**src/logic/tsrbf_pkg.sv**
```systemverilog
package tsrbf_pkg;
  // Register indices; byte address is four times the index
  localparam logic [11:0] IDX_TX_PAIR_B = 12'h057;
  localparam logic [11:0] IDX_RX_FRAMING = 12'h058;
  localparam logic [11:0] IDX_IRQ_STATUS = 12'h060;
  localparam logic [11:0] IDX_IRQ_MASK = 12'h061;
  localparam logic [11:0] IDX_RX_INFO = 12'h062;
  localparam logic [11:0] ADDR_TX_PAIR_B = 12'(IDX_TX_PAIR_B * 4);
  localparam logic [11:0] ADDR_RX_FRAMING = 12'(IDX_RX_FRAMING * 4);
  localparam logic [11:0] ADDR_IRQ_STATUS = 12'(IDX_IRQ_STATUS * 4);
  localparam logic [11:0] ADDR_IRQ_MASK = 12'(IDX_IRQ_MASK * 4);
  localparam logic [11:0] ADDR_RX_INFO = 12'(IDX_RX_INFO * 4);
  // Symbol pair B fields
  localparam int TXB_MILLER_BIT = 6;
  localparam int TXB_PULSE_LSB = 4;
  localparam int TXB_INV_BIT = 3;
  localparam int TXB_ENV_LSB = 0;
  localparam logic [7:0] TXB_WMASK = 8'h7F;
  localparam logic [7:0] TXB_RESET = 8'h00;
  // Receive framing fields
  localparam int RXF_INVPAR_BIT = 5;
  localparam int RXF_LENGTH_BIT = 4;
  localparam int RXF_MSB_BIT = 3;
  localparam int RXF_STOPBIT_BIT = 2;
  localparam int RXF_ODD_BIT = 1;
  localparam logic [7:0] RXF_WMASK = 8'h3E;
  localparam logic [7:0] RXF_RESET = 8'h00;
  // Interrupt status bits
  localparam int IRQ_W = 4;
  localparam int IRQ_DONE = 0;
  localparam int IRQ_FRAME = 1;
  localparam int IRQ_PARITY = 2;
  localparam int IRQ_BYTE = 3;
  localparam logic [IRQ_W-1:0] IRQ_RESET = 4'h0;
  // Pulse and envelope codes
  localparam logic [1:0] PULSE_NONE = 2'h0;
  localparam logic [1:0] PULSE_START = 2'h1;
  localparam logic [1:0] PULSE_HALF = 2'h2;
  localparam logic [1:0] PULSE_QTR3 = 2'h3;
  localparam logic [2:0] ENV_DIRECT = 3'h0;
  localparam logic [2:0] ENV_MANCH = 3'h1;
  localparam logic [2:0] ENV_MANCH_SUB = 3'h2;
  localparam logic [2:0] ENV_BPSK = 3'h3;
  localparam logic [2:0] ENV_RZ_SECOND = 3'h4;
  localparam logic [2:0] ENV_RZ_START = 3'h5;
  // Transmit bit timing: a bit is four quarters
  localparam int CLK_NS = 50;
  localparam int TX_BIT_NS = 1600;
  localparam logic [7:0] QTR_CYCLES = 8'(TX_BIT_NS / (4 * CLK_NS));
  localparam logic [2:0] LAST_DATA_BIT = 3'h7;
endpackage

```
**src/logic/tsrbf_link_if.sv**
```systemverilog
`timescale 1ns/10ps
// Settings and strobes shared between the top and its two workers
interface tsrbf_link_if;
  logic qtick;
  logic [1:0] pulse_sel;
  logic miller_en;
  logic invert;
  logic [2:0] env_sel;
  logic rx_bit;
  logic rx_shift;
  logic rx_clear;
  logic high_first;
  logic [7:0] rx_data;
  logic rx_parity;
  modport top (output qtick, pulse_sel, miller_en, invert, env_sel, rx_bit, rx_shift, rx_clear, high_first,
               input rx_data, rx_parity);
  modport tx (input qtick, pulse_sel, miller_en, invert, env_sel);
  modport rx (input rx_bit, rx_shift, rx_clear, high_first, output rx_data, rx_parity);
endinterface

```
**src/logic/tsrbf_tx_shaper.sv**
```systemverilog
`timescale 1ns/10ps
module tsrbf_tx_shaper
  import tsrbf_pkg::*;
(
  input wire logic clk,
  input wire logic reset,
  tsrbf_link_if.tx lk,
  input wire logic tx_bit,
  input wire logic tx_pair_b,
  output logic tx_out,
  output logic tx_bit_take
);
  logic [1:0] q_r;
  logic cur_r;
  logic prev_r;
  logic pair_r;
  wire new_bit = lk.qtick && (q_r == 2'h3);
  wire env_lvl;
  wire pulse_hit;
  wire shaped;

  // Envelope level for one quarter of a bit
  function automatic logic env_level(input logic [2:0] env, input logic b, input logic [1:0] q);
    unique case (env)
      ENV_DIRECT: env_level = b;
      ENV_MANCH: env_level = b ? ~q[1] : q[1];
      ENV_MANCH_SUB: env_level = (b ? ~q[1] : q[1]) & q[0];
      ENV_BPSK: env_level = b ^ q[0];
      ENV_RZ_SECOND: env_level = b & q[1];
      ENV_RZ_START: env_level = b & ~q[1];
      default: env_level = 1'b0; // Reserved codes send nothing
    endcase
  endfunction

  // Pulse position; Miller drops the start pulse of a zero after a one
  function automatic logic pulse_at(input logic [1:0] sel, input logic mil, input logic b, input logic pb,
                                    input logic [1:0] q);
    if (mil && sel == PULSE_START)
      pulse_at = b ? (q == 2'h2) : (q == 2'h0 && !pb); // RL2
    else
      unique case (sel)
        PULSE_START: pulse_at = b && q == 2'h0;
        PULSE_HALF: pulse_at = b && q == 2'h2;
        PULSE_QTR3: pulse_at = b && q == 2'h3;
        default: pulse_at = 1'b0;
      endcase
  endfunction

  assign env_lvl = env_level(lk.env_sel, cur_r, q_r); // RL5
  assign pulse_hit = pulse_at(lk.pulse_sel, lk.miller_en, cur_r, prev_r, q_r); // RL1
  // Pulse mode overrides the envelope; pair A goes out unshaped
  assign shaped = (lk.pulse_sel != PULSE_NONE) ? pulse_hit : env_lvl;

  // Quarter counter and bit capture at the bit boundary
  always_ff @(posedge clk)
  begin
    if (reset)
    begin
      q_r <= 2'h0;
      cur_r <= 1'b0;
      prev_r <= 1'b0;
      pair_r <= 1'b0;
      tx_out <= 1'b0;
      tx_bit_take <= 1'b0;
    end
    else
    begin
      if (lk.qtick)
        q_r <= q_r + 2'h1;
      if (new_bit)
      begin
        prev_r <= cur_r;
        cur_r <= tx_bit;
        pair_r <= tx_pair_b;
      end
      tx_bit_take <= new_bit;
      tx_out <= pair_r ? (shaped ^ lk.invert) : cur_r; // RL4
    end
  end
endmodule

```
**src/logic/tsrbf_rx_shifter.sv**
```systemverilog
`timescale 1ns/10ps
module tsrbf_rx_shifter
  import tsrbf_pkg::*;
(
  input wire logic clk,
  input wire logic reset,
  tsrbf_link_if.rx lk
);
  // Byte assembly in the chosen order, running parity beside it
  always_ff @(posedge clk)
  begin
    if (reset || lk.rx_clear)
    begin
      lk.rx_data <= 8'h00;
      lk.rx_parity <= 1'b0;
    end
    else if (lk.rx_shift)
    begin
      if (lk.high_first)
        lk.rx_data <= {lk.rx_data[6:0], lk.rx_bit}; // RL8
      else
        lk.rx_data <= {lk.rx_bit, lk.rx_data[7:1]}; // RL8
      lk.rx_parity <= lk.rx_parity ^ lk.rx_bit;
    end
  end
endmodule

```
**src/logic/tsrbf_top.sv**
```systemverilog
`timescale 1ns/10ps
// Behaviour
// RL1 - Pulse type picks pulse position for pair B
// RL2 - Miller bit applies modified Miller pulse coding
// RL3 - Software sets Miller only with pulse type 1
// RL4 - Inversion bit inverts third and fourth symbols
// RL5 - Envelope field shapes bit stream, six codes
// RL6 - Inverse parity ends reception when enabled
// RL7 - First byte gives length; stop when reached
// RL8 - Bit order control sets byte assembly order
// RL9 - Stop bit expected, checked and removed
// RL10 - Good stop bit resets the demodulator
// RL11 - Bad stop bit flags error, aborts reception
// RL12 - A valid stop bit is always one
// RL13 - Parity type: clear even, set odd
// RL14 - First enabled stop condition ends reception
module tsrbf_top
  import tsrbf_pkg::*;
(
  input wire logic clk,
  input wire logic reset,
  input wire logic psel,
  input wire logic penable,
  input wire logic pwrite,
  input wire logic [11:0] paddr,
  input wire logic [31:0] pwdata,
  output logic [31:0] prdata,
  output logic pready,
  output logic pslverr,
  output logic irq,
  input wire logic tx_bit,
  input wire logic tx_pair_b,
  output logic tx_out,
  output logic tx_bit_take,
  input wire logic rx_start,
  input wire logic rx_end,
  input wire logic rx_bit,
  input wire logic rx_bit_valid,
  output logic rx_active,
  output logic [7:0] rx_byte,
  output logic rx_byte_valid,
  output logic demod_reset,
  output logic rx_frame_error
);
  typedef enum logic [3:0] {
    RX_IDLE = 4'b0001,
    RX_DATA = 4'b0010,
    RX_PAR = 4'b0100,
    RX_STOP = 4'b1000
  } tsrbf_rx_state_t;

  tsrbf_link_if lk ();

  logic [7:0] txb_r;
  logic [7:0] rxf_r;
  logic [IRQ_W-1:0] status_r;
  logic [IRQ_W-1:0] status_nxt;
  logic [IRQ_W-1:0] mask_r;
  logic [7:0] qdiv_r;
  logic qtick_r;
  tsrbf_rx_state_t state_r;
  tsrbf_rx_state_t state_nxt;
  logic [2:0] bitcnt_r;
  logic [7:0] count_r;
  logic [7:0] length_r;
  logic [IRQ_W-1:0] events;

  // APB decode
  wire access = psel && penable && !pready;
  // Writes land at the edge where pready is sampled high
  wire wr = psel && penable && pready && pwrite;
  wire rd = access && !pwrite;
  wire hit_txb = paddr == ADDR_TX_PAIR_B;
  wire hit_rxf = paddr == ADDR_RX_FRAMING;
  wire hit_st = paddr == ADDR_IRQ_STATUS;
  wire hit_mask = paddr == ADDR_IRQ_MASK;
  wire hit_info = paddr == ADDR_RX_INFO;
  wire mapped = hit_txb || hit_rxf || hit_st || hit_mask || hit_info;
  wire status_clr = rd && hit_st;

  // Receive controls from the framing register
  wire halt_invpar = rxf_r[RXF_INVPAR_BIT];
  wire halt_length = rxf_r[RXF_LENGTH_BIT];
  wire stop_chk = rxf_r[RXF_STOPBIT_BIT];
  wire parity_odd = rxf_r[RXF_ODD_BIT];

  // Bit event qualifiers
  wire in_frame = state_r != RX_IDLE;
  wire take_bit = rx_bit_valid && in_frame && !rx_end;
  wire data_bit = take_bit && state_r == RX_DATA;
  wire par_bit = take_bit && state_r == RX_PAR;
  wire stop_seen = take_bit && state_r == RX_STOP;

  // Parity of data plus parity bit must equal the odd flag
  wire parity_bad = (lk.rx_parity ^ rx_bit) != parity_odd; // RL13
  wire [7:0] count_inc = count_r + 8'h01;
  wire [7:0] frame_len = (count_r == 8'h00) ? lk.rx_data : length_r;
  wire len_reached = halt_length && (count_inc >= frame_len); // RL7
  wire invpar_stop = halt_invpar && parity_bad; // RL6
  wire char_ends = len_reached || invpar_stop; // RL14
  wire stop_good = stop_seen && rx_bit; // RL12
  wire stop_bad = stop_seen && !rx_bit; // RL11
  wire frame_ends = (in_frame && rx_end) || (par_bit && char_ends); // RL14

  // Zero-extend a register into a bus word
  function automatic logic [31:0] word_of_byte(input logic [7:0] v);
    word_of_byte = {24'h000000, v};
  endfunction

  function automatic logic [31:0] word_of_irq(input logic [IRQ_W-1:0] v);
    word_of_irq = {{(32-IRQ_W){1'b0}}, v};
  endfunction

  // Byte read-back: last byte, count, activity
  wire [31:0] info_word = {15'h0000, in_frame, count_r, rx_byte};
  wire [31:0] rdata_mux = hit_txb ? word_of_byte(txb_r)
                        : hit_rxf ? word_of_byte(rxf_r)
                        : hit_st ? word_of_irq(status_r)
                        : hit_mask ? word_of_irq(mask_r)
                        : hit_info ? info_word
                        : 32'h00000000;

  // Settings handed to the workers
  assign lk.qtick = qtick_r;
  assign lk.pulse_sel = txb_r[TXB_PULSE_LSB +: 2]; // RL1
  // Software keeps the Miller bit to pulse type 1; the shaper ignores it otherwise
  assign lk.miller_en = txb_r[TXB_MILLER_BIT]; // RL3
  assign lk.invert = txb_r[TXB_INV_BIT];
  assign lk.env_sel = txb_r[TXB_ENV_LSB +: 3];
  assign lk.high_first = rxf_r[RXF_MSB_BIT];
  assign lk.rx_bit = rx_bit;
  assign lk.rx_shift = data_bit;
  // Fresh character at frame start and after each parity bit
  assign lk.rx_clear = (rx_start && !in_frame) || par_bit;

  // Events that feed the sticky status
  assign events[IRQ_DONE] = frame_ends;
  assign events[IRQ_FRAME] = stop_chk && stop_bad; // RL11
  assign events[IRQ_PARITY] = par_bit && parity_bad && !halt_invpar;
  assign events[IRQ_BYTE] = par_bit;

  // Set wins over the read clear
  assign status_nxt = (status_clr ? IRQ_RESET : status_r) | events;

  // Receive sequencing
  always_comb
  begin
    state_nxt = state_r;
    unique case (state_r)
      RX_IDLE:
        if (rx_start)
          state_nxt = RX_DATA;
      RX_DATA:
        if (rx_end)
          state_nxt = RX_IDLE;
        else if (data_bit && bitcnt_r == LAST_DATA_BIT)
          state_nxt = RX_PAR;
      RX_PAR:
        if (frame_ends)
          state_nxt = RX_IDLE;
        else if (par_bit)
          state_nxt = stop_chk ? RX_STOP : RX_DATA; // RL9
      RX_STOP:
        if (rx_end || stop_bad)
          state_nxt = RX_IDLE; // RL11
        else if (stop_good)
          state_nxt = RX_DATA; // RL9
    endcase
  end

  // Divider end count, shared by the counter and the tick
  wire qdiv_wrap = qdiv_r == QTR_CYCLES - 8'h01;

  // Quarter-bit divider for the transmit shaper
  always_ff @(posedge clk)
  begin
    if (reset || qdiv_wrap)
      qdiv_r <= 8'h00;
    else
      qdiv_r <= qdiv_r + 8'h01;
  end

  // Registered strobe keeps the tick free of glitches
  always_ff @(posedge clk)
  begin
    if (reset)
      qtick_r <= 1'b0;
    else
      qtick_r <= qdiv_wrap;
  end

  // APB answer: one wait state
  always_ff @(posedge clk)
  begin
    if (reset)
    begin
      pready <= 1'b0;
      pslverr <= 1'b0;
    end
    else
    begin
      pready <= access;
      pslverr <= access && !mapped;
    end
  end

  // Read data held until the next read
  always_ff @(posedge clk)
  begin
    if (reset)
      prdata <= 32'h00000000;
    else if (rd)
      prdata <= rdata_mux;
  end

  // Pair B modulation; reserved bit stays zero
  always_ff @(posedge clk)
  begin
    if (reset)
      txb_r <= TXB_RESET;
    else if (wr && hit_txb)
      txb_r <= pwdata[7:0] & TXB_WMASK;
  end

  // Receive framing; reserved bits stay zero
  always_ff @(posedge clk)
  begin
    if (reset)
      rxf_r <= RXF_RESET;
    else if (wr && hit_rxf)
      rxf_r <= pwdata[7:0] & RXF_WMASK;
  end

  // Interrupt mask
  always_ff @(posedge clk)
  begin
    if (reset)
      mask_r <= IRQ_RESET;
    else if (wr && hit_mask)
      mask_r <= pwdata[IRQ_W-1:0];
  end

  // Sticky status
  always_ff @(posedge clk)
  begin
    if (reset)
      status_r <= IRQ_RESET;
    else
      status_r <= status_nxt;
  end

  // Level interrupt, same edge as the status it reflects
  always_ff @(posedge clk)
  begin
    if (reset)
      irq <= 1'b0;
    else
      irq <= |(status_nxt & mask_r);
  end

  // Receive state and counters
  always_ff @(posedge clk)
  begin
    if (reset)
    begin
      state_r <= RX_IDLE;
      bitcnt_r <= 3'h0;
      count_r <= 8'h00;
      length_r <= 8'h00;
    end
    else
    begin
      state_r <= state_nxt;
      if (rx_start && !in_frame)
      begin
        bitcnt_r <= 3'h0;
        count_r <= 8'h00;
      end
      else if (data_bit)
        bitcnt_r <= bitcnt_r + 3'h1;
      if (par_bit)
      begin
        count_r <= count_inc;
        if (count_r == 8'h00)
          length_r <= lk.rx_data; // RL7
      end
    end
  end

  // Byte strobe and activity; the stop bit never reaches the byte
  always_ff @(posedge clk)
  begin
    if (reset)
    begin
      rx_byte_valid <= 1'b0;
      rx_active <= 1'b0;
    end
    else
    begin
      rx_byte_valid <= par_bit; // RL9
      rx_active <= state_nxt != RX_IDLE;
    end
  end

  // Last delivered byte, held for the info word
  always_ff @(posedge clk)
  begin
    if (reset)
      rx_byte <= 8'h00;
    else if (par_bit)
      rx_byte <= lk.rx_data;
  end

  // Demodulator resync strobe
  always_ff @(posedge clk)
  begin
    if (reset)
      demod_reset <= 1'b0;
    else
      demod_reset <= stop_good; // RL10
  end

  // Frame error strobe
  always_ff @(posedge clk)
  begin
    if (reset)
      rx_frame_error <= 1'b0;
    else
      rx_frame_error <= stop_bad; // RL11
  end

  tsrbf_tx_shaper u_tx (
    .clk(clk),
    .reset(reset),
    .lk(lk.tx),
    .tx_bit(tx_bit),
    .tx_pair_b(tx_pair_b),
    .tx_out(tx_out),
    .tx_bit_take(tx_bit_take)
  );

  tsrbf_rx_shifter u_rx (
    .clk(clk),
    .reset(reset),
    .lk(lk.rx)
  );
endmodule

```
**config.mk**
```make
export PLATFORM = sky130hd
export DESIGN_NAME = tsrbf_top
export DESIGN_NICKNAME = d
export VERILOG_FILES = /design/src/logic/tsrbf_pkg.sv /design/src/logic/tsrbf_link_if.sv /design/src/logic/tsrbf_tx_shaper.sv /design/src/logic/tsrbf_rx_shifter.sv /design/src/logic/tsrbf_top.sv
export SDC_FILE = /design/constraint.sdc
export NUM_CORES = 1
export LEC_CHECK = 0
export BUFFER_PORTS_ARGS = -buffer_cell sky130_fd_sc_hd__clkbuf_2
export CORE_AREA = 5 5 121 94
export CTS_BUF_LIST = sky130_fd_sc_hd__clkbuf_4
export DETAILED_ROUTE_END_ITERATION = 12
export DIE_AREA = 0 0 126 99
export PLACE_DENSITY = 0.84
export SYNTH_ARGS = -nofsm -noshare
export SYNTH_HDL_FRONTEND = slang
export SYNTH_SLANG_ARGS = --single-unit
```
**constraint.sdc**
```tcl
create_clock -name clk -period 2.95 [get_ports clk]
set_input_delay 0.295 -clock clk [delete_from_list [all_inputs] [get_ports clk]]
set_output_delay 0.295 -clock clk [all_outputs]
set_load 0.03 [all_outputs]
```
==> flow_summary_export.csv, run 1 <==
group,metric,value,unit
yosys,synth.area.mux_share,0.0884,
yosys,synth-async-reset-ratio,0,
power_and_ir_drop,pwr-share-clk,0.342,
yosys,synth_common_cells,"dfxtp_1 (100), nor2_1 (81), nand2_1 (47), mux2i_1 (41), a21oi_1 (22)",
cts,cts_buffer_depth,2,
routing,wl,12300,um
yosys,synth_xor_area_frac,0.0340,
yosys,synth.largest_area_cell,"dfxtp_1",
sta,slew_violations,0,
sta,setup_ws,0.0855,ns
placed_design,dp_cells,728,
critical_path,crit_path_max_fanout,3,
power_and_ir_drop,sw_frac_of_total,0.256,
power_and_ir_drop,switching_power,0.612,mW
critical_path,cp-end-kind,"register",
layout,fin_util,0.553,
sta,fin_skew,0.0164,ns
yosys,synth.top_cell.area_share,0.409,
global_route,grt_max_degree,46,
yosys,syn-instance-count,549,
yosys,synth_top_family_by_area,"simple AND/OR/NAND/NOR gates",
yosys,synth_fa_ha_area_frac,0.0409,
sta,hold_violations,0,
routing,ant_nets,0,
sta,period_share,0.971,
sta,max_slew_margin,0.534,
die,die-area,12500,um2
layout,seqCellArea,2000,um2
yosys,synthSimpleGateAreaFrac,0.223,
power_and_ir_drop,pwr-share-comb,0.079,
placed_design,gp_congestion,0.872,
sta,setup_violations,0,
routing,drc,0,
sta,fmax,0.349,GHz
yosys,synth_flop_cell,"dfxtp_1",
global_route,grt_use_total,0.195,
yosys,yosysMostFrequentCell,"dfxtp_1",
cts,cts_tree,"done",
flow_run,max_cap_viol_count,0,
placed_design,dp_hpwl,9070,um
critical_path,cp.arrival,3.27,ns
power_and_ir_drop,cellPowerDensity,428,nW/um2
yosys,syn_area,4900,um2
power_and_ir_drop,power,2.39,mW
routing,wl_per_cell,16.6,um
yosys,synthTopCellsByArea,"dfxtp_1 (41%), mux2i_1 (8.4%), nor2_1 (6.2%)",
die,die_w,126,um
critical_path,crit_chain,"inv_1 -> ha_2 -> nor4b_4 -> nand2_2 -> mux2_4 -> ha_4 -> nand2b_4 -> a2111oi_4 -> nor3_4 -> or3b_1 -> o31a_1 -> o211ai_2",
cts,cts.sinks,100,
placed_design,port_buffers,63,
layout,final_cells,745,
critical_path,required,3.35,ns
yosys,synth-seq-area-share,0.409,
power_and_ir_drop,p_leak,2.10,nW
die,initial_utilization,0.485,
die,rows,32,
layout,final_layout_size_suffix_gt1_frac,0.215,
cts,clk_latency,0.47,ns
layout,nets,675,
cts,clockRootBuffer,"clkbuf_4",
power_and_ir_drop,ir_drop,0.277,mV
power_and_ir_drop,pwr-share-seq,0.579,
global_route,antenna_found_initial,0,
critical_path,path_buf_inv,1,
die,die_h,99,um
critical_path,critical_path.top_delay_family,"simple AND/OR/NAND/NOR gates",
routing,viasPerCell,5.74,
global_route,grt_pass1_wl,19900,um
critical_path,critPathMaxStageDelay,0.41,ns
cts,cts_buffers,9,
cts,clk_pin_slew,0.16,ns
layout,nFillCells,906,
yosys,syn_area_per_cell,8.92,um2
routing,vias,4279,
routing,drt_first_pass_iters,5,
die,pin_count,104,
cts,cts_max_level,3,
global_route,first_global_vias,4116,
global_route,overflow,0,
yosys,synth-edff-count,0,
sta,tightest_slew,0.698,ns
layout,area_delta_synth_final,13.9,%
placed_design,dp_slack,-0.0521,ns
yosys,ys_warn_count,0,
routing,drt_iter0_markers,337,
sta,fin_crit,2.86,ns
die,core_area,10100,um2
layout,multi_input_comb_area,2790,um2
power_and_ir_drop,internal-power,1.78,mW
yosys,ys_ff_latch,100,
critical_path,crit_slowest_cell,"a2111oi_4",
cts,hold_buffers,0,
yosys,synth_compound_area_frac,0.147,
yosys,synth_cell_types,66,
layout,antenna_cells,0,
critical_path,start_kind,"register",
run_status,status,"finished, final reports clean",
critical_path,criticalPathCategory,"reg -> reg",
hold_path,hold_class,"in -> reg",
cell families after synthesis:
| kind of cell | after synthesis |
|---|---|
| AOI/OAI and AO/OA | 103 |
| xor gates and xnor gates | 19 |
| adders and majority gates | 16 |
| buffers and inverters | 56 |
| DFF | 100 |
| muxes | 43 |
| other | 1 |
| and+or+nand+nor | 211 |
power groups by stage:
stage | clock [mW] | combinational, mW | sequential, mW
2_1_floorplan | 0 | 0.135 | 1.41
3_3_place_gp | 0 | 0.178 | 1.41
3_5_place_dp | 0 | 0.184 | 1.41
4_1_cts | 0.832 | 0.186 | 1.38
5_1_grt | 0.887 | 0.206 | 1.39
6_report | 0.817 | 0.189 | 1.38
sequential cells by signal (all words and copies together), names as in the netlist, 5 cells and up:
name	flops
rx_byte	8
u_rx.lk.rx_data	8
rxf_r	5
qdiv_r	8
txb_r	7
count_r	8
prdata	17
length_r	8
final timing paths:
kind | startpoint | end | slack, ns | cells after the start
min | tx_bit | u_tx.cur_r | 0.05 | 3
max | count_r[1] | rx_active | 0.09 | 12
min reg2reg | qdiv_r[0] | qdiv_r[0] | 0.46 | 1
max reg2reg | count_r[1] | rx_active | 0.09 | 12
through the flow:
stage                     hold WS [ns]  area (um2)   TNS, ns
after CTS                       0.0236        5490         0
after detailed placement         0.436        5300   -0.0920
after floorplan                  0.382        4960         0
final                           0.0477        5580         0
after global placement           0.427        5300         0
after global routing            0.0454        5580  -0.00626
final cells by class:
class / instances / share of cell area
repair buffers: 75 / 0.0727
flip-flops and latches: 100 / 0.359
clock buffers: 10 / 0.0135
multi-input cells: 407 / 0.501
well taps: 136 / 0.0305
inverters: 11 / 0.00740
clock inverters: 6 / 0.0157
cells in the final DEF, fill, tap and decap left out, types with 12 or more instances in the layout:
cell type and n:
a211oi_1 17, a21oi_1 21, a22oi_1 16, buf_4 12, clkbuf_2 63, conb_1 15
dfxtp_1 98, ha_1 13, mux2i_1 38, nand2_1 46, nand3_1 18, nor2_1 80
worst reg2reg max path, stage by stage, from the launching register on:
cell and delay (ns):
dfxtp_2 0.35, inv_1 0.07, ha_2 0.17, nor4b_4 0.19, nand2_2 0.11, mux2_4 0.34
ha_4 0.21, nand2b_4 0.14, a2111oi_4 0.41, nor3_4 0.10, or3b_1 0.36, o31a_1 0.27
o211ai_2 0.07
per-layer routing:
metal,vias up,global-route usage,part of all wire
met5,-,0,0
met4,0,0.0594,0.014
met3,19,0.0504,0.073
met2,167,0.309,0.45
met1,2058,0.262,0.46
li1,2035,-,-
timing repair:
action	CTS	global route
buffers inserted	0	1
resized for setup	4	16
setup endpoints to repair	3	3
pin swaps	2	4
Note: power is estimated with default switching activity, not from simulation.
==> run 2, diff against run 1 <==
--- a/config.mk
+++ b/config.mk
@@ -6,11 +6,12 @@
 export NUM_CORES = 1
 export LEC_CHECK = 0
 export BUFFER_PORTS_ARGS = -buffer_cell sky130_fd_sc_hd__clkbuf_2
-export CORE_AREA = 5 5 121 94
+export CAP_MARGIN = 10
+export CORE_AREA = 5 5 154 119
 export CTS_BUF_LIST = sky130_fd_sc_hd__clkbuf_4
 export DETAILED_ROUTE_END_ITERATION = 12
-export DIE_AREA = 0 0 126 99
-export PLACE_DENSITY = 0.84
+export DIE_AREA = 0 0 159 124
+export PLACE_DENSITY = 0.58
 export SYNTH_ARGS = -nofsm -noshare
 export SYNTH_HDL_FRONTEND = slang
 export SYNTH_SLANG_ARGS = --single-unit
==> flow_summary_export.csv, run 2 (synthesis gave the netlist of run 1 again) <==
group,metric,value,unit
critical_path,crit_slowest_cell,"or3b_1",
routing,viasPerCell,5.04,
flow_run,max_cap_viol_count,0,
die,die_h,124,um
critical_path,start_kind,"register",
hold_path,min_path_cells,3,
critical_path,reg2regPathDepth,12,
placed_design,port_buffers,63,
cts,clockRootBuffer,"clkbuf_4",
power_and_ir_drop,sw_frac_of_total,0.276,
global_route,grtUsageMet2,0.209,
power_and_ir_drop,pwr-share-clk,0.285,
global_route,grt_use_total,0.131,
routing,wl_per_cell,15.7,um
critical_path,r2r_start,"count_r[1]",
critical_path,cp-end-kind,"register",
placed_design,gp_congestion,0.812,
cts,cts_tree,"done",
cts,clk_latency,0.45,ns
cts,cts_max_level,3,
global_route,antenna_found_initial,0,
power_and_ir_drop,pwr-share-comb,0.085,
power_and_ir_drop,ir_drop,0.163,mV
die,pin_count,104,
layout,seqCellArea,2000,um2
hold_path,min_from,"pwdata[6]",
layout,nFillCells,1745,
global_route,overflow,0,
sta,slew_violations,0,
critical_path,required,3.33,ns
power_and_ir_drop,p_leak,2.10,nW
cts,hold_buffers,0,
layout,fin_util,0.337,
cts,cts_buffer_depth,2,
global_route,met1_usage,0.180,
global_route,grt_max_degree,68,
layout,top_register,"prdata",
global_route,first_global_vias,4046,
die,core_area,16600,um2
sta,max_slew_margin,0.513,
sta,period_share,0.950,
power_and_ir_drop,switching_power,0.607,mW
routing,wl,13000,um
routing,drt_iter0_markers,241,
global_route,grt_use_met3,0.0364,
power_and_ir_drop,cellPowerDensity,393,nW/um2
layout,nets,679,
power_and_ir_drop,power,2.20,mW
critical_path,r2r_end,"rx_active",
die,die-area,19700,um2
critical_path,criticalPathCategory,"reg -> reg",
sta,setup_violations,0,
layout,multi_input_comb_area,2730,um2
global_route,grt.busiest_layer,"met2",
sta,fin_skew,0.0161,ns
sta,setup_tns,0,ns
layout,layout_commonest_cell,"dfxtp_1",
critical_path,critPathMaxStageDelay,0.38,ns
routing,ant_nets,0,
layout,antenna_cells,0,
hold_path,hold_class,"in -> reg",
critical_path,critical_path.top_delay_family,"simple AND/OR/NAND/NOR gates",
layout,largest_reg_flops,17,
critical_path,crit_chain,"inv_1 -> ha_1 -> nor4b_4 -> nand2_2 -> mux2_2 -> ha_1 -> nand2b_4 -> a2111oi_4 -> nor3_2 -> or3b_1 -> o31a_1 -> o211ai_2",
run_status,status,"finished, final reports clean",
power_and_ir_drop,pwr-share-seq,0.630,
routing,vias,4173,
die,die_w,159,um
critical_path,path_buf_inv,1,
critical_path,ff2ff_setup_slack,0.15,ns
critical_path,cpMostUsedCell,"ha_1",
critical_path,crit_path_max_fanout,3,
sta,hold_violations,0,
routing,drt_first_pass_iters,5,
cts,clk_pin_slew,0.16,ns
die,initial_utilization,0.296,
global_route,grt_pass1_wl,21100,um
power_and_ir_drop,internal-power,1.59,mW
cts,cts.sinks,100,
placed_design,dp_hpwl,9870,um
critical_path,path_depth,12,
layout,final_layout_size_suffix_gt1_frac,0.206,
routing,drc,0,
hold_path,hold_end,"txb_r[6]",
layout,final_cell_mix,"dfxtp_1 (98), nor2_1 (80), clkbuf_2 (63), nand2_1 (46), mux2i_1 (41)",
cts,cts_buffers,9,
sta,tightest_slew,0.731,ns
die,rows,41,
sta,fmax,0.357,GHz
layout,area_delta_synth_final,14.1,%
sta,fin_crit,2.80,ns
critical_path,cp.arrival,3.18,ns
## run 2: worst reg2reg max path, delay by kind of cell (launching register included)
family,cells,cell delay (ns)
buf+inv,1,0.06
compound gates,3,0.70
simple gates,5,0.93
flops,1,0.35
fa+ha+maj,2,0.42
mux,1,0.29
## run 2: worst max-delay path by stage
stage                          start        end
after floorplan           count_r[0]  rx_active
after global placement    count_r[1]  rx_active
after detailed placement  count_r[1]  rx_active
after CTS                 count_r[1]  rx_active
after global routing      count_r[1]  rx_active
final                     count_r[1]  rx_active
## run 2: per-stage QoR
stage          hold WS (ns)  instances  setup WS [ns]  area (um2)
2_1_floorplan         0.382        563        0.00278        4960
3_3_place_gp          0.419        812         0.0298        5440
3_5_place_dp          0.442        812       -0.00628        5440
4_1_cts              0.0508        828         0.0434        5560
5_1_grt              0.0452        828       -0.00924        5590
6_report             0.0730        828          0.147        5590
## run 2: final cells by class
class / instances / share of cell area
tap: 215 / 0.0481
inverter: 11 / 0.00739
timing repair buffer: 79 / 0.0779
clock buffer: 9 / 0.0121
clock inverter: 7 / 0.00784
multi-input combinational: 407 / 0.488
sequential: 100 / 0.359
## run 2: what timing repair did
action                     in CTS  in global routing
pin swaps                       1                  4
setup endpoints to repair       3                  3
setup buffers                   0                  0
gates resized for setup         2                  6
## run 2: layer usage
layer	part of all wire	routed length, um
met3	0.062	803
met1	0.49	6390
met5	0	0
met4	0.0085	111
met2	0.44	5690
## run 2: power groups by stage
stage	sequential [mW]	clock (mW)	combinational [mW]
global route	1.39	0.709	0.203
global placement	1.41	0	0.181
finish	1.38	0.627	0.186
detailed placement	1.41	0	0.184
CTS	1.38	0.658	0.185
floorplan	1.41	0	0.135
==> run 3, diff against run 2 <==
--- a/config.mk
+++ b/config.mk
@@ -12,6 +12,7 @@
 export DETAILED_ROUTE_END_ITERATION = 12
 export DIE_AREA = 0 0 159 124
 export PLACE_DENSITY = 0.58
+export RECOVER_POWER = 50
 export SYNTH_ARGS = -nofsm -noshare
 export SYNTH_HDL_FRONTEND = slang
 export SYNTH_SLANG_ARGS = --single-unit
==> flow_summary_export.csv, run 3 (synthesis gave the netlist of run 1 again) <==
group,metric,value,unit
critical_path,crit_slowest_cell,"or3b_1",
global_route,grt_max_degree,68,
critical_path,cpMostUsedCell,"ha_1",
routing,drt_first_pass_iters,7,
cts,cts_buffer_depth,2,
sta,holdWs,0.0778,ns
layout,nFillCells,1764,
layout,fin_util,0.333,
layout,antenna_cells,0,
die,die-area,19700,um2
routing,drt_iter0_markers,266,
hold_path,min_from,"pwdata[6]",
sta,max_slew_margin,0.0372,
layout,finalInstanceArea,5510,um2
global_route,overflow,0,
sta,hold_violations,0,
layout,final_cell_mix,"dfxtp_1 (98), nor2_1 (81), nand2_1 (46), mux2i_1 (41), clkbuf_1 (37)",
critical_path,critPathMaxStageDelay,0.38,ns
die,die_h,124,um
critical_path,r2r_end,"rx_active",
routing,drc,0,
die,rows,41,
sta,tightest_slew,1.43,ns
critical_path,r2r_start,"count_r[1]",
global_route,grt_pass1_wl,21100,um
global_route,grt_use_total,0.131,
placed_design,dp_cells,812,
routing,wl,13000,um
hold_path,hold_class,"in -> reg",
critical_path,reg2regPathDepth,12,
sta,setup_violations,0,
placed_design,placed_area,5440,um2
layout,layout_commonest_cell,"dfxtp_1",
sta,period_share,0.953,
critical_path,crit_path_max_fanout,3,
die,initial_utilization,0.296,
die,core_area,16600,um2
critical_path,cp-end-kind,"register",
sta,setup_ws,0.139,ns
placed_design,port_buffers,63,
hold_path,hold_end,"txb_r[6]",
sta,slew_violations,0,
cts,cts_max_level,3,
global_route,antenna_found_initial,0,
layout,area_delta_synth_final,12.6,%
sta,fmax,0.356,GHz
routing,wl_per_cell,15.7,um
global_route,first_global_vias,4046,
layout,nets,679,
power_and_ir_drop,cellPowerDensity,397,nW/um2
power_and_ir_drop,ir_drop,0.163,mV
cts,clockRootBuffer,"clkbuf_4",
die,pin_count,104,
routing,vias,4192,
placed_design,dp_hpwl,9870,um
sta,fin_crit,2.81,ns
power_and_ir_drop,p_leak,1.96,nW
cts,clk_pin_slew,0.16,ns
cts,clk_latency,0.44,ns
critical_path,start_kind,"register",
cts,cts.sinks,100,
layout,multi_input_comb_area,2700,um2
critical_path,criticalPathCategory,"reg -> reg",
critical_path,required,3.32,ns
critical_path,crit_chain,"inv_1 -> ha_1 -> nor4b_4 -> nand2_2 -> mux2_2 -> ha_1 -> nand2b_4 -> a2111oi_4 -> nor3_2 -> or3b_1 -> o31a_1 -> o211ai_2",
layout,top_register,"prdata",
routing,ant_nets,0,
layout,final_layout_size_suffix_gt1_frac,0.139,
cts,cts_buffers,9,
cts,post_cts_buffers,0,
die,die_w,159,um
cts,hold_buffers,0,
power_and_ir_drop,power,2.19,mW
sta,setup_tns,0,ns
cts,cts_tree,"done",
hold_path,min_path_cells,3,
critical_path,cp.arrival,3.18,ns
flow_run,max_cap_viol_count,0,
layout,largest_reg_flops,17,
layout,final_cells,828,
placed_design,dp_slack,-0.00628,ns
placed_design,gp_congestion,0.812,
sta,fin_skew,0.0155,ns
routing,viasPerCell,5.06,
run_status,status,"finished, final reports clean",
layout,seqCellArea,2000,um2
critical_path,ff2ff_setup_slack,0.14,ns
[run 3: critical path, delay by kind of cell, from the launching register on]
family	cells	cell delay, ns
multiplexers	1	0.29
buffers and inverters	1	0.06
adder cells (fa/ha/maj)	2	0.41
flip-flops	1	0.35
AO/OA/AOI/OAI	3	0.70
AND/OR/NAND/NOR	5	0.93
[run 3: worst max path at each step]
stage                          start   endpoint  slack (ns)  cells after the start
after detailed placement  count_r[1]  rx_active      -0.006                     12
after global placement    count_r[1]  rx_active        0.03                     12
final                     count_r[1]  rx_active        0.14                     12
after floorplan           count_r[0]  rx_active       0.003                     12
after global routing      count_r[1]  rx_active       -0.01                     12
after CTS                 count_r[1]  rx_active        0.04                     12
[run 3: report_power, final]
group | leakage, nW | total [mW] | switching, mW | internal (mW)
Clock | 0.0530 | 0.626 | 0.458 | 0.168
Combinational | 1.10 | 0.182 | 0.130 | 0.0522
Sequential | 0.809 | 1.38 | 0.0158 | 1.37
[run 3: final cells by class]
class / count / share of cell area
sequential: 100 / 0.364
clock buffer: 9 / 0.0123
timing repair buffer: 79 / 0.0697
tap: 215 / 0.0488
multi-input combinational: 407 / 0.490
inverter: 11 / 0.00749
clock inverter: 7 / 0.00794
[run 3: what timing repair did]
item | 4_1_cts | 5_1_grt
gates resized for setup | 2 | 6
pin swaps | 1 | 4
setup endpoints to repair | 3 | 3
[run 3: layer usage]
metal | track usage | up-vias | part of all wire
met5 | 0 | - | 0
met4 | 0.0250 | 0 | 0.0049
met3 | 0.0364 | 6 | 0.061
met2 | 0.209 | 143 | 0.44
met1 | 0.180 | 1995 | 0.49
li1 | - | 2048 | -
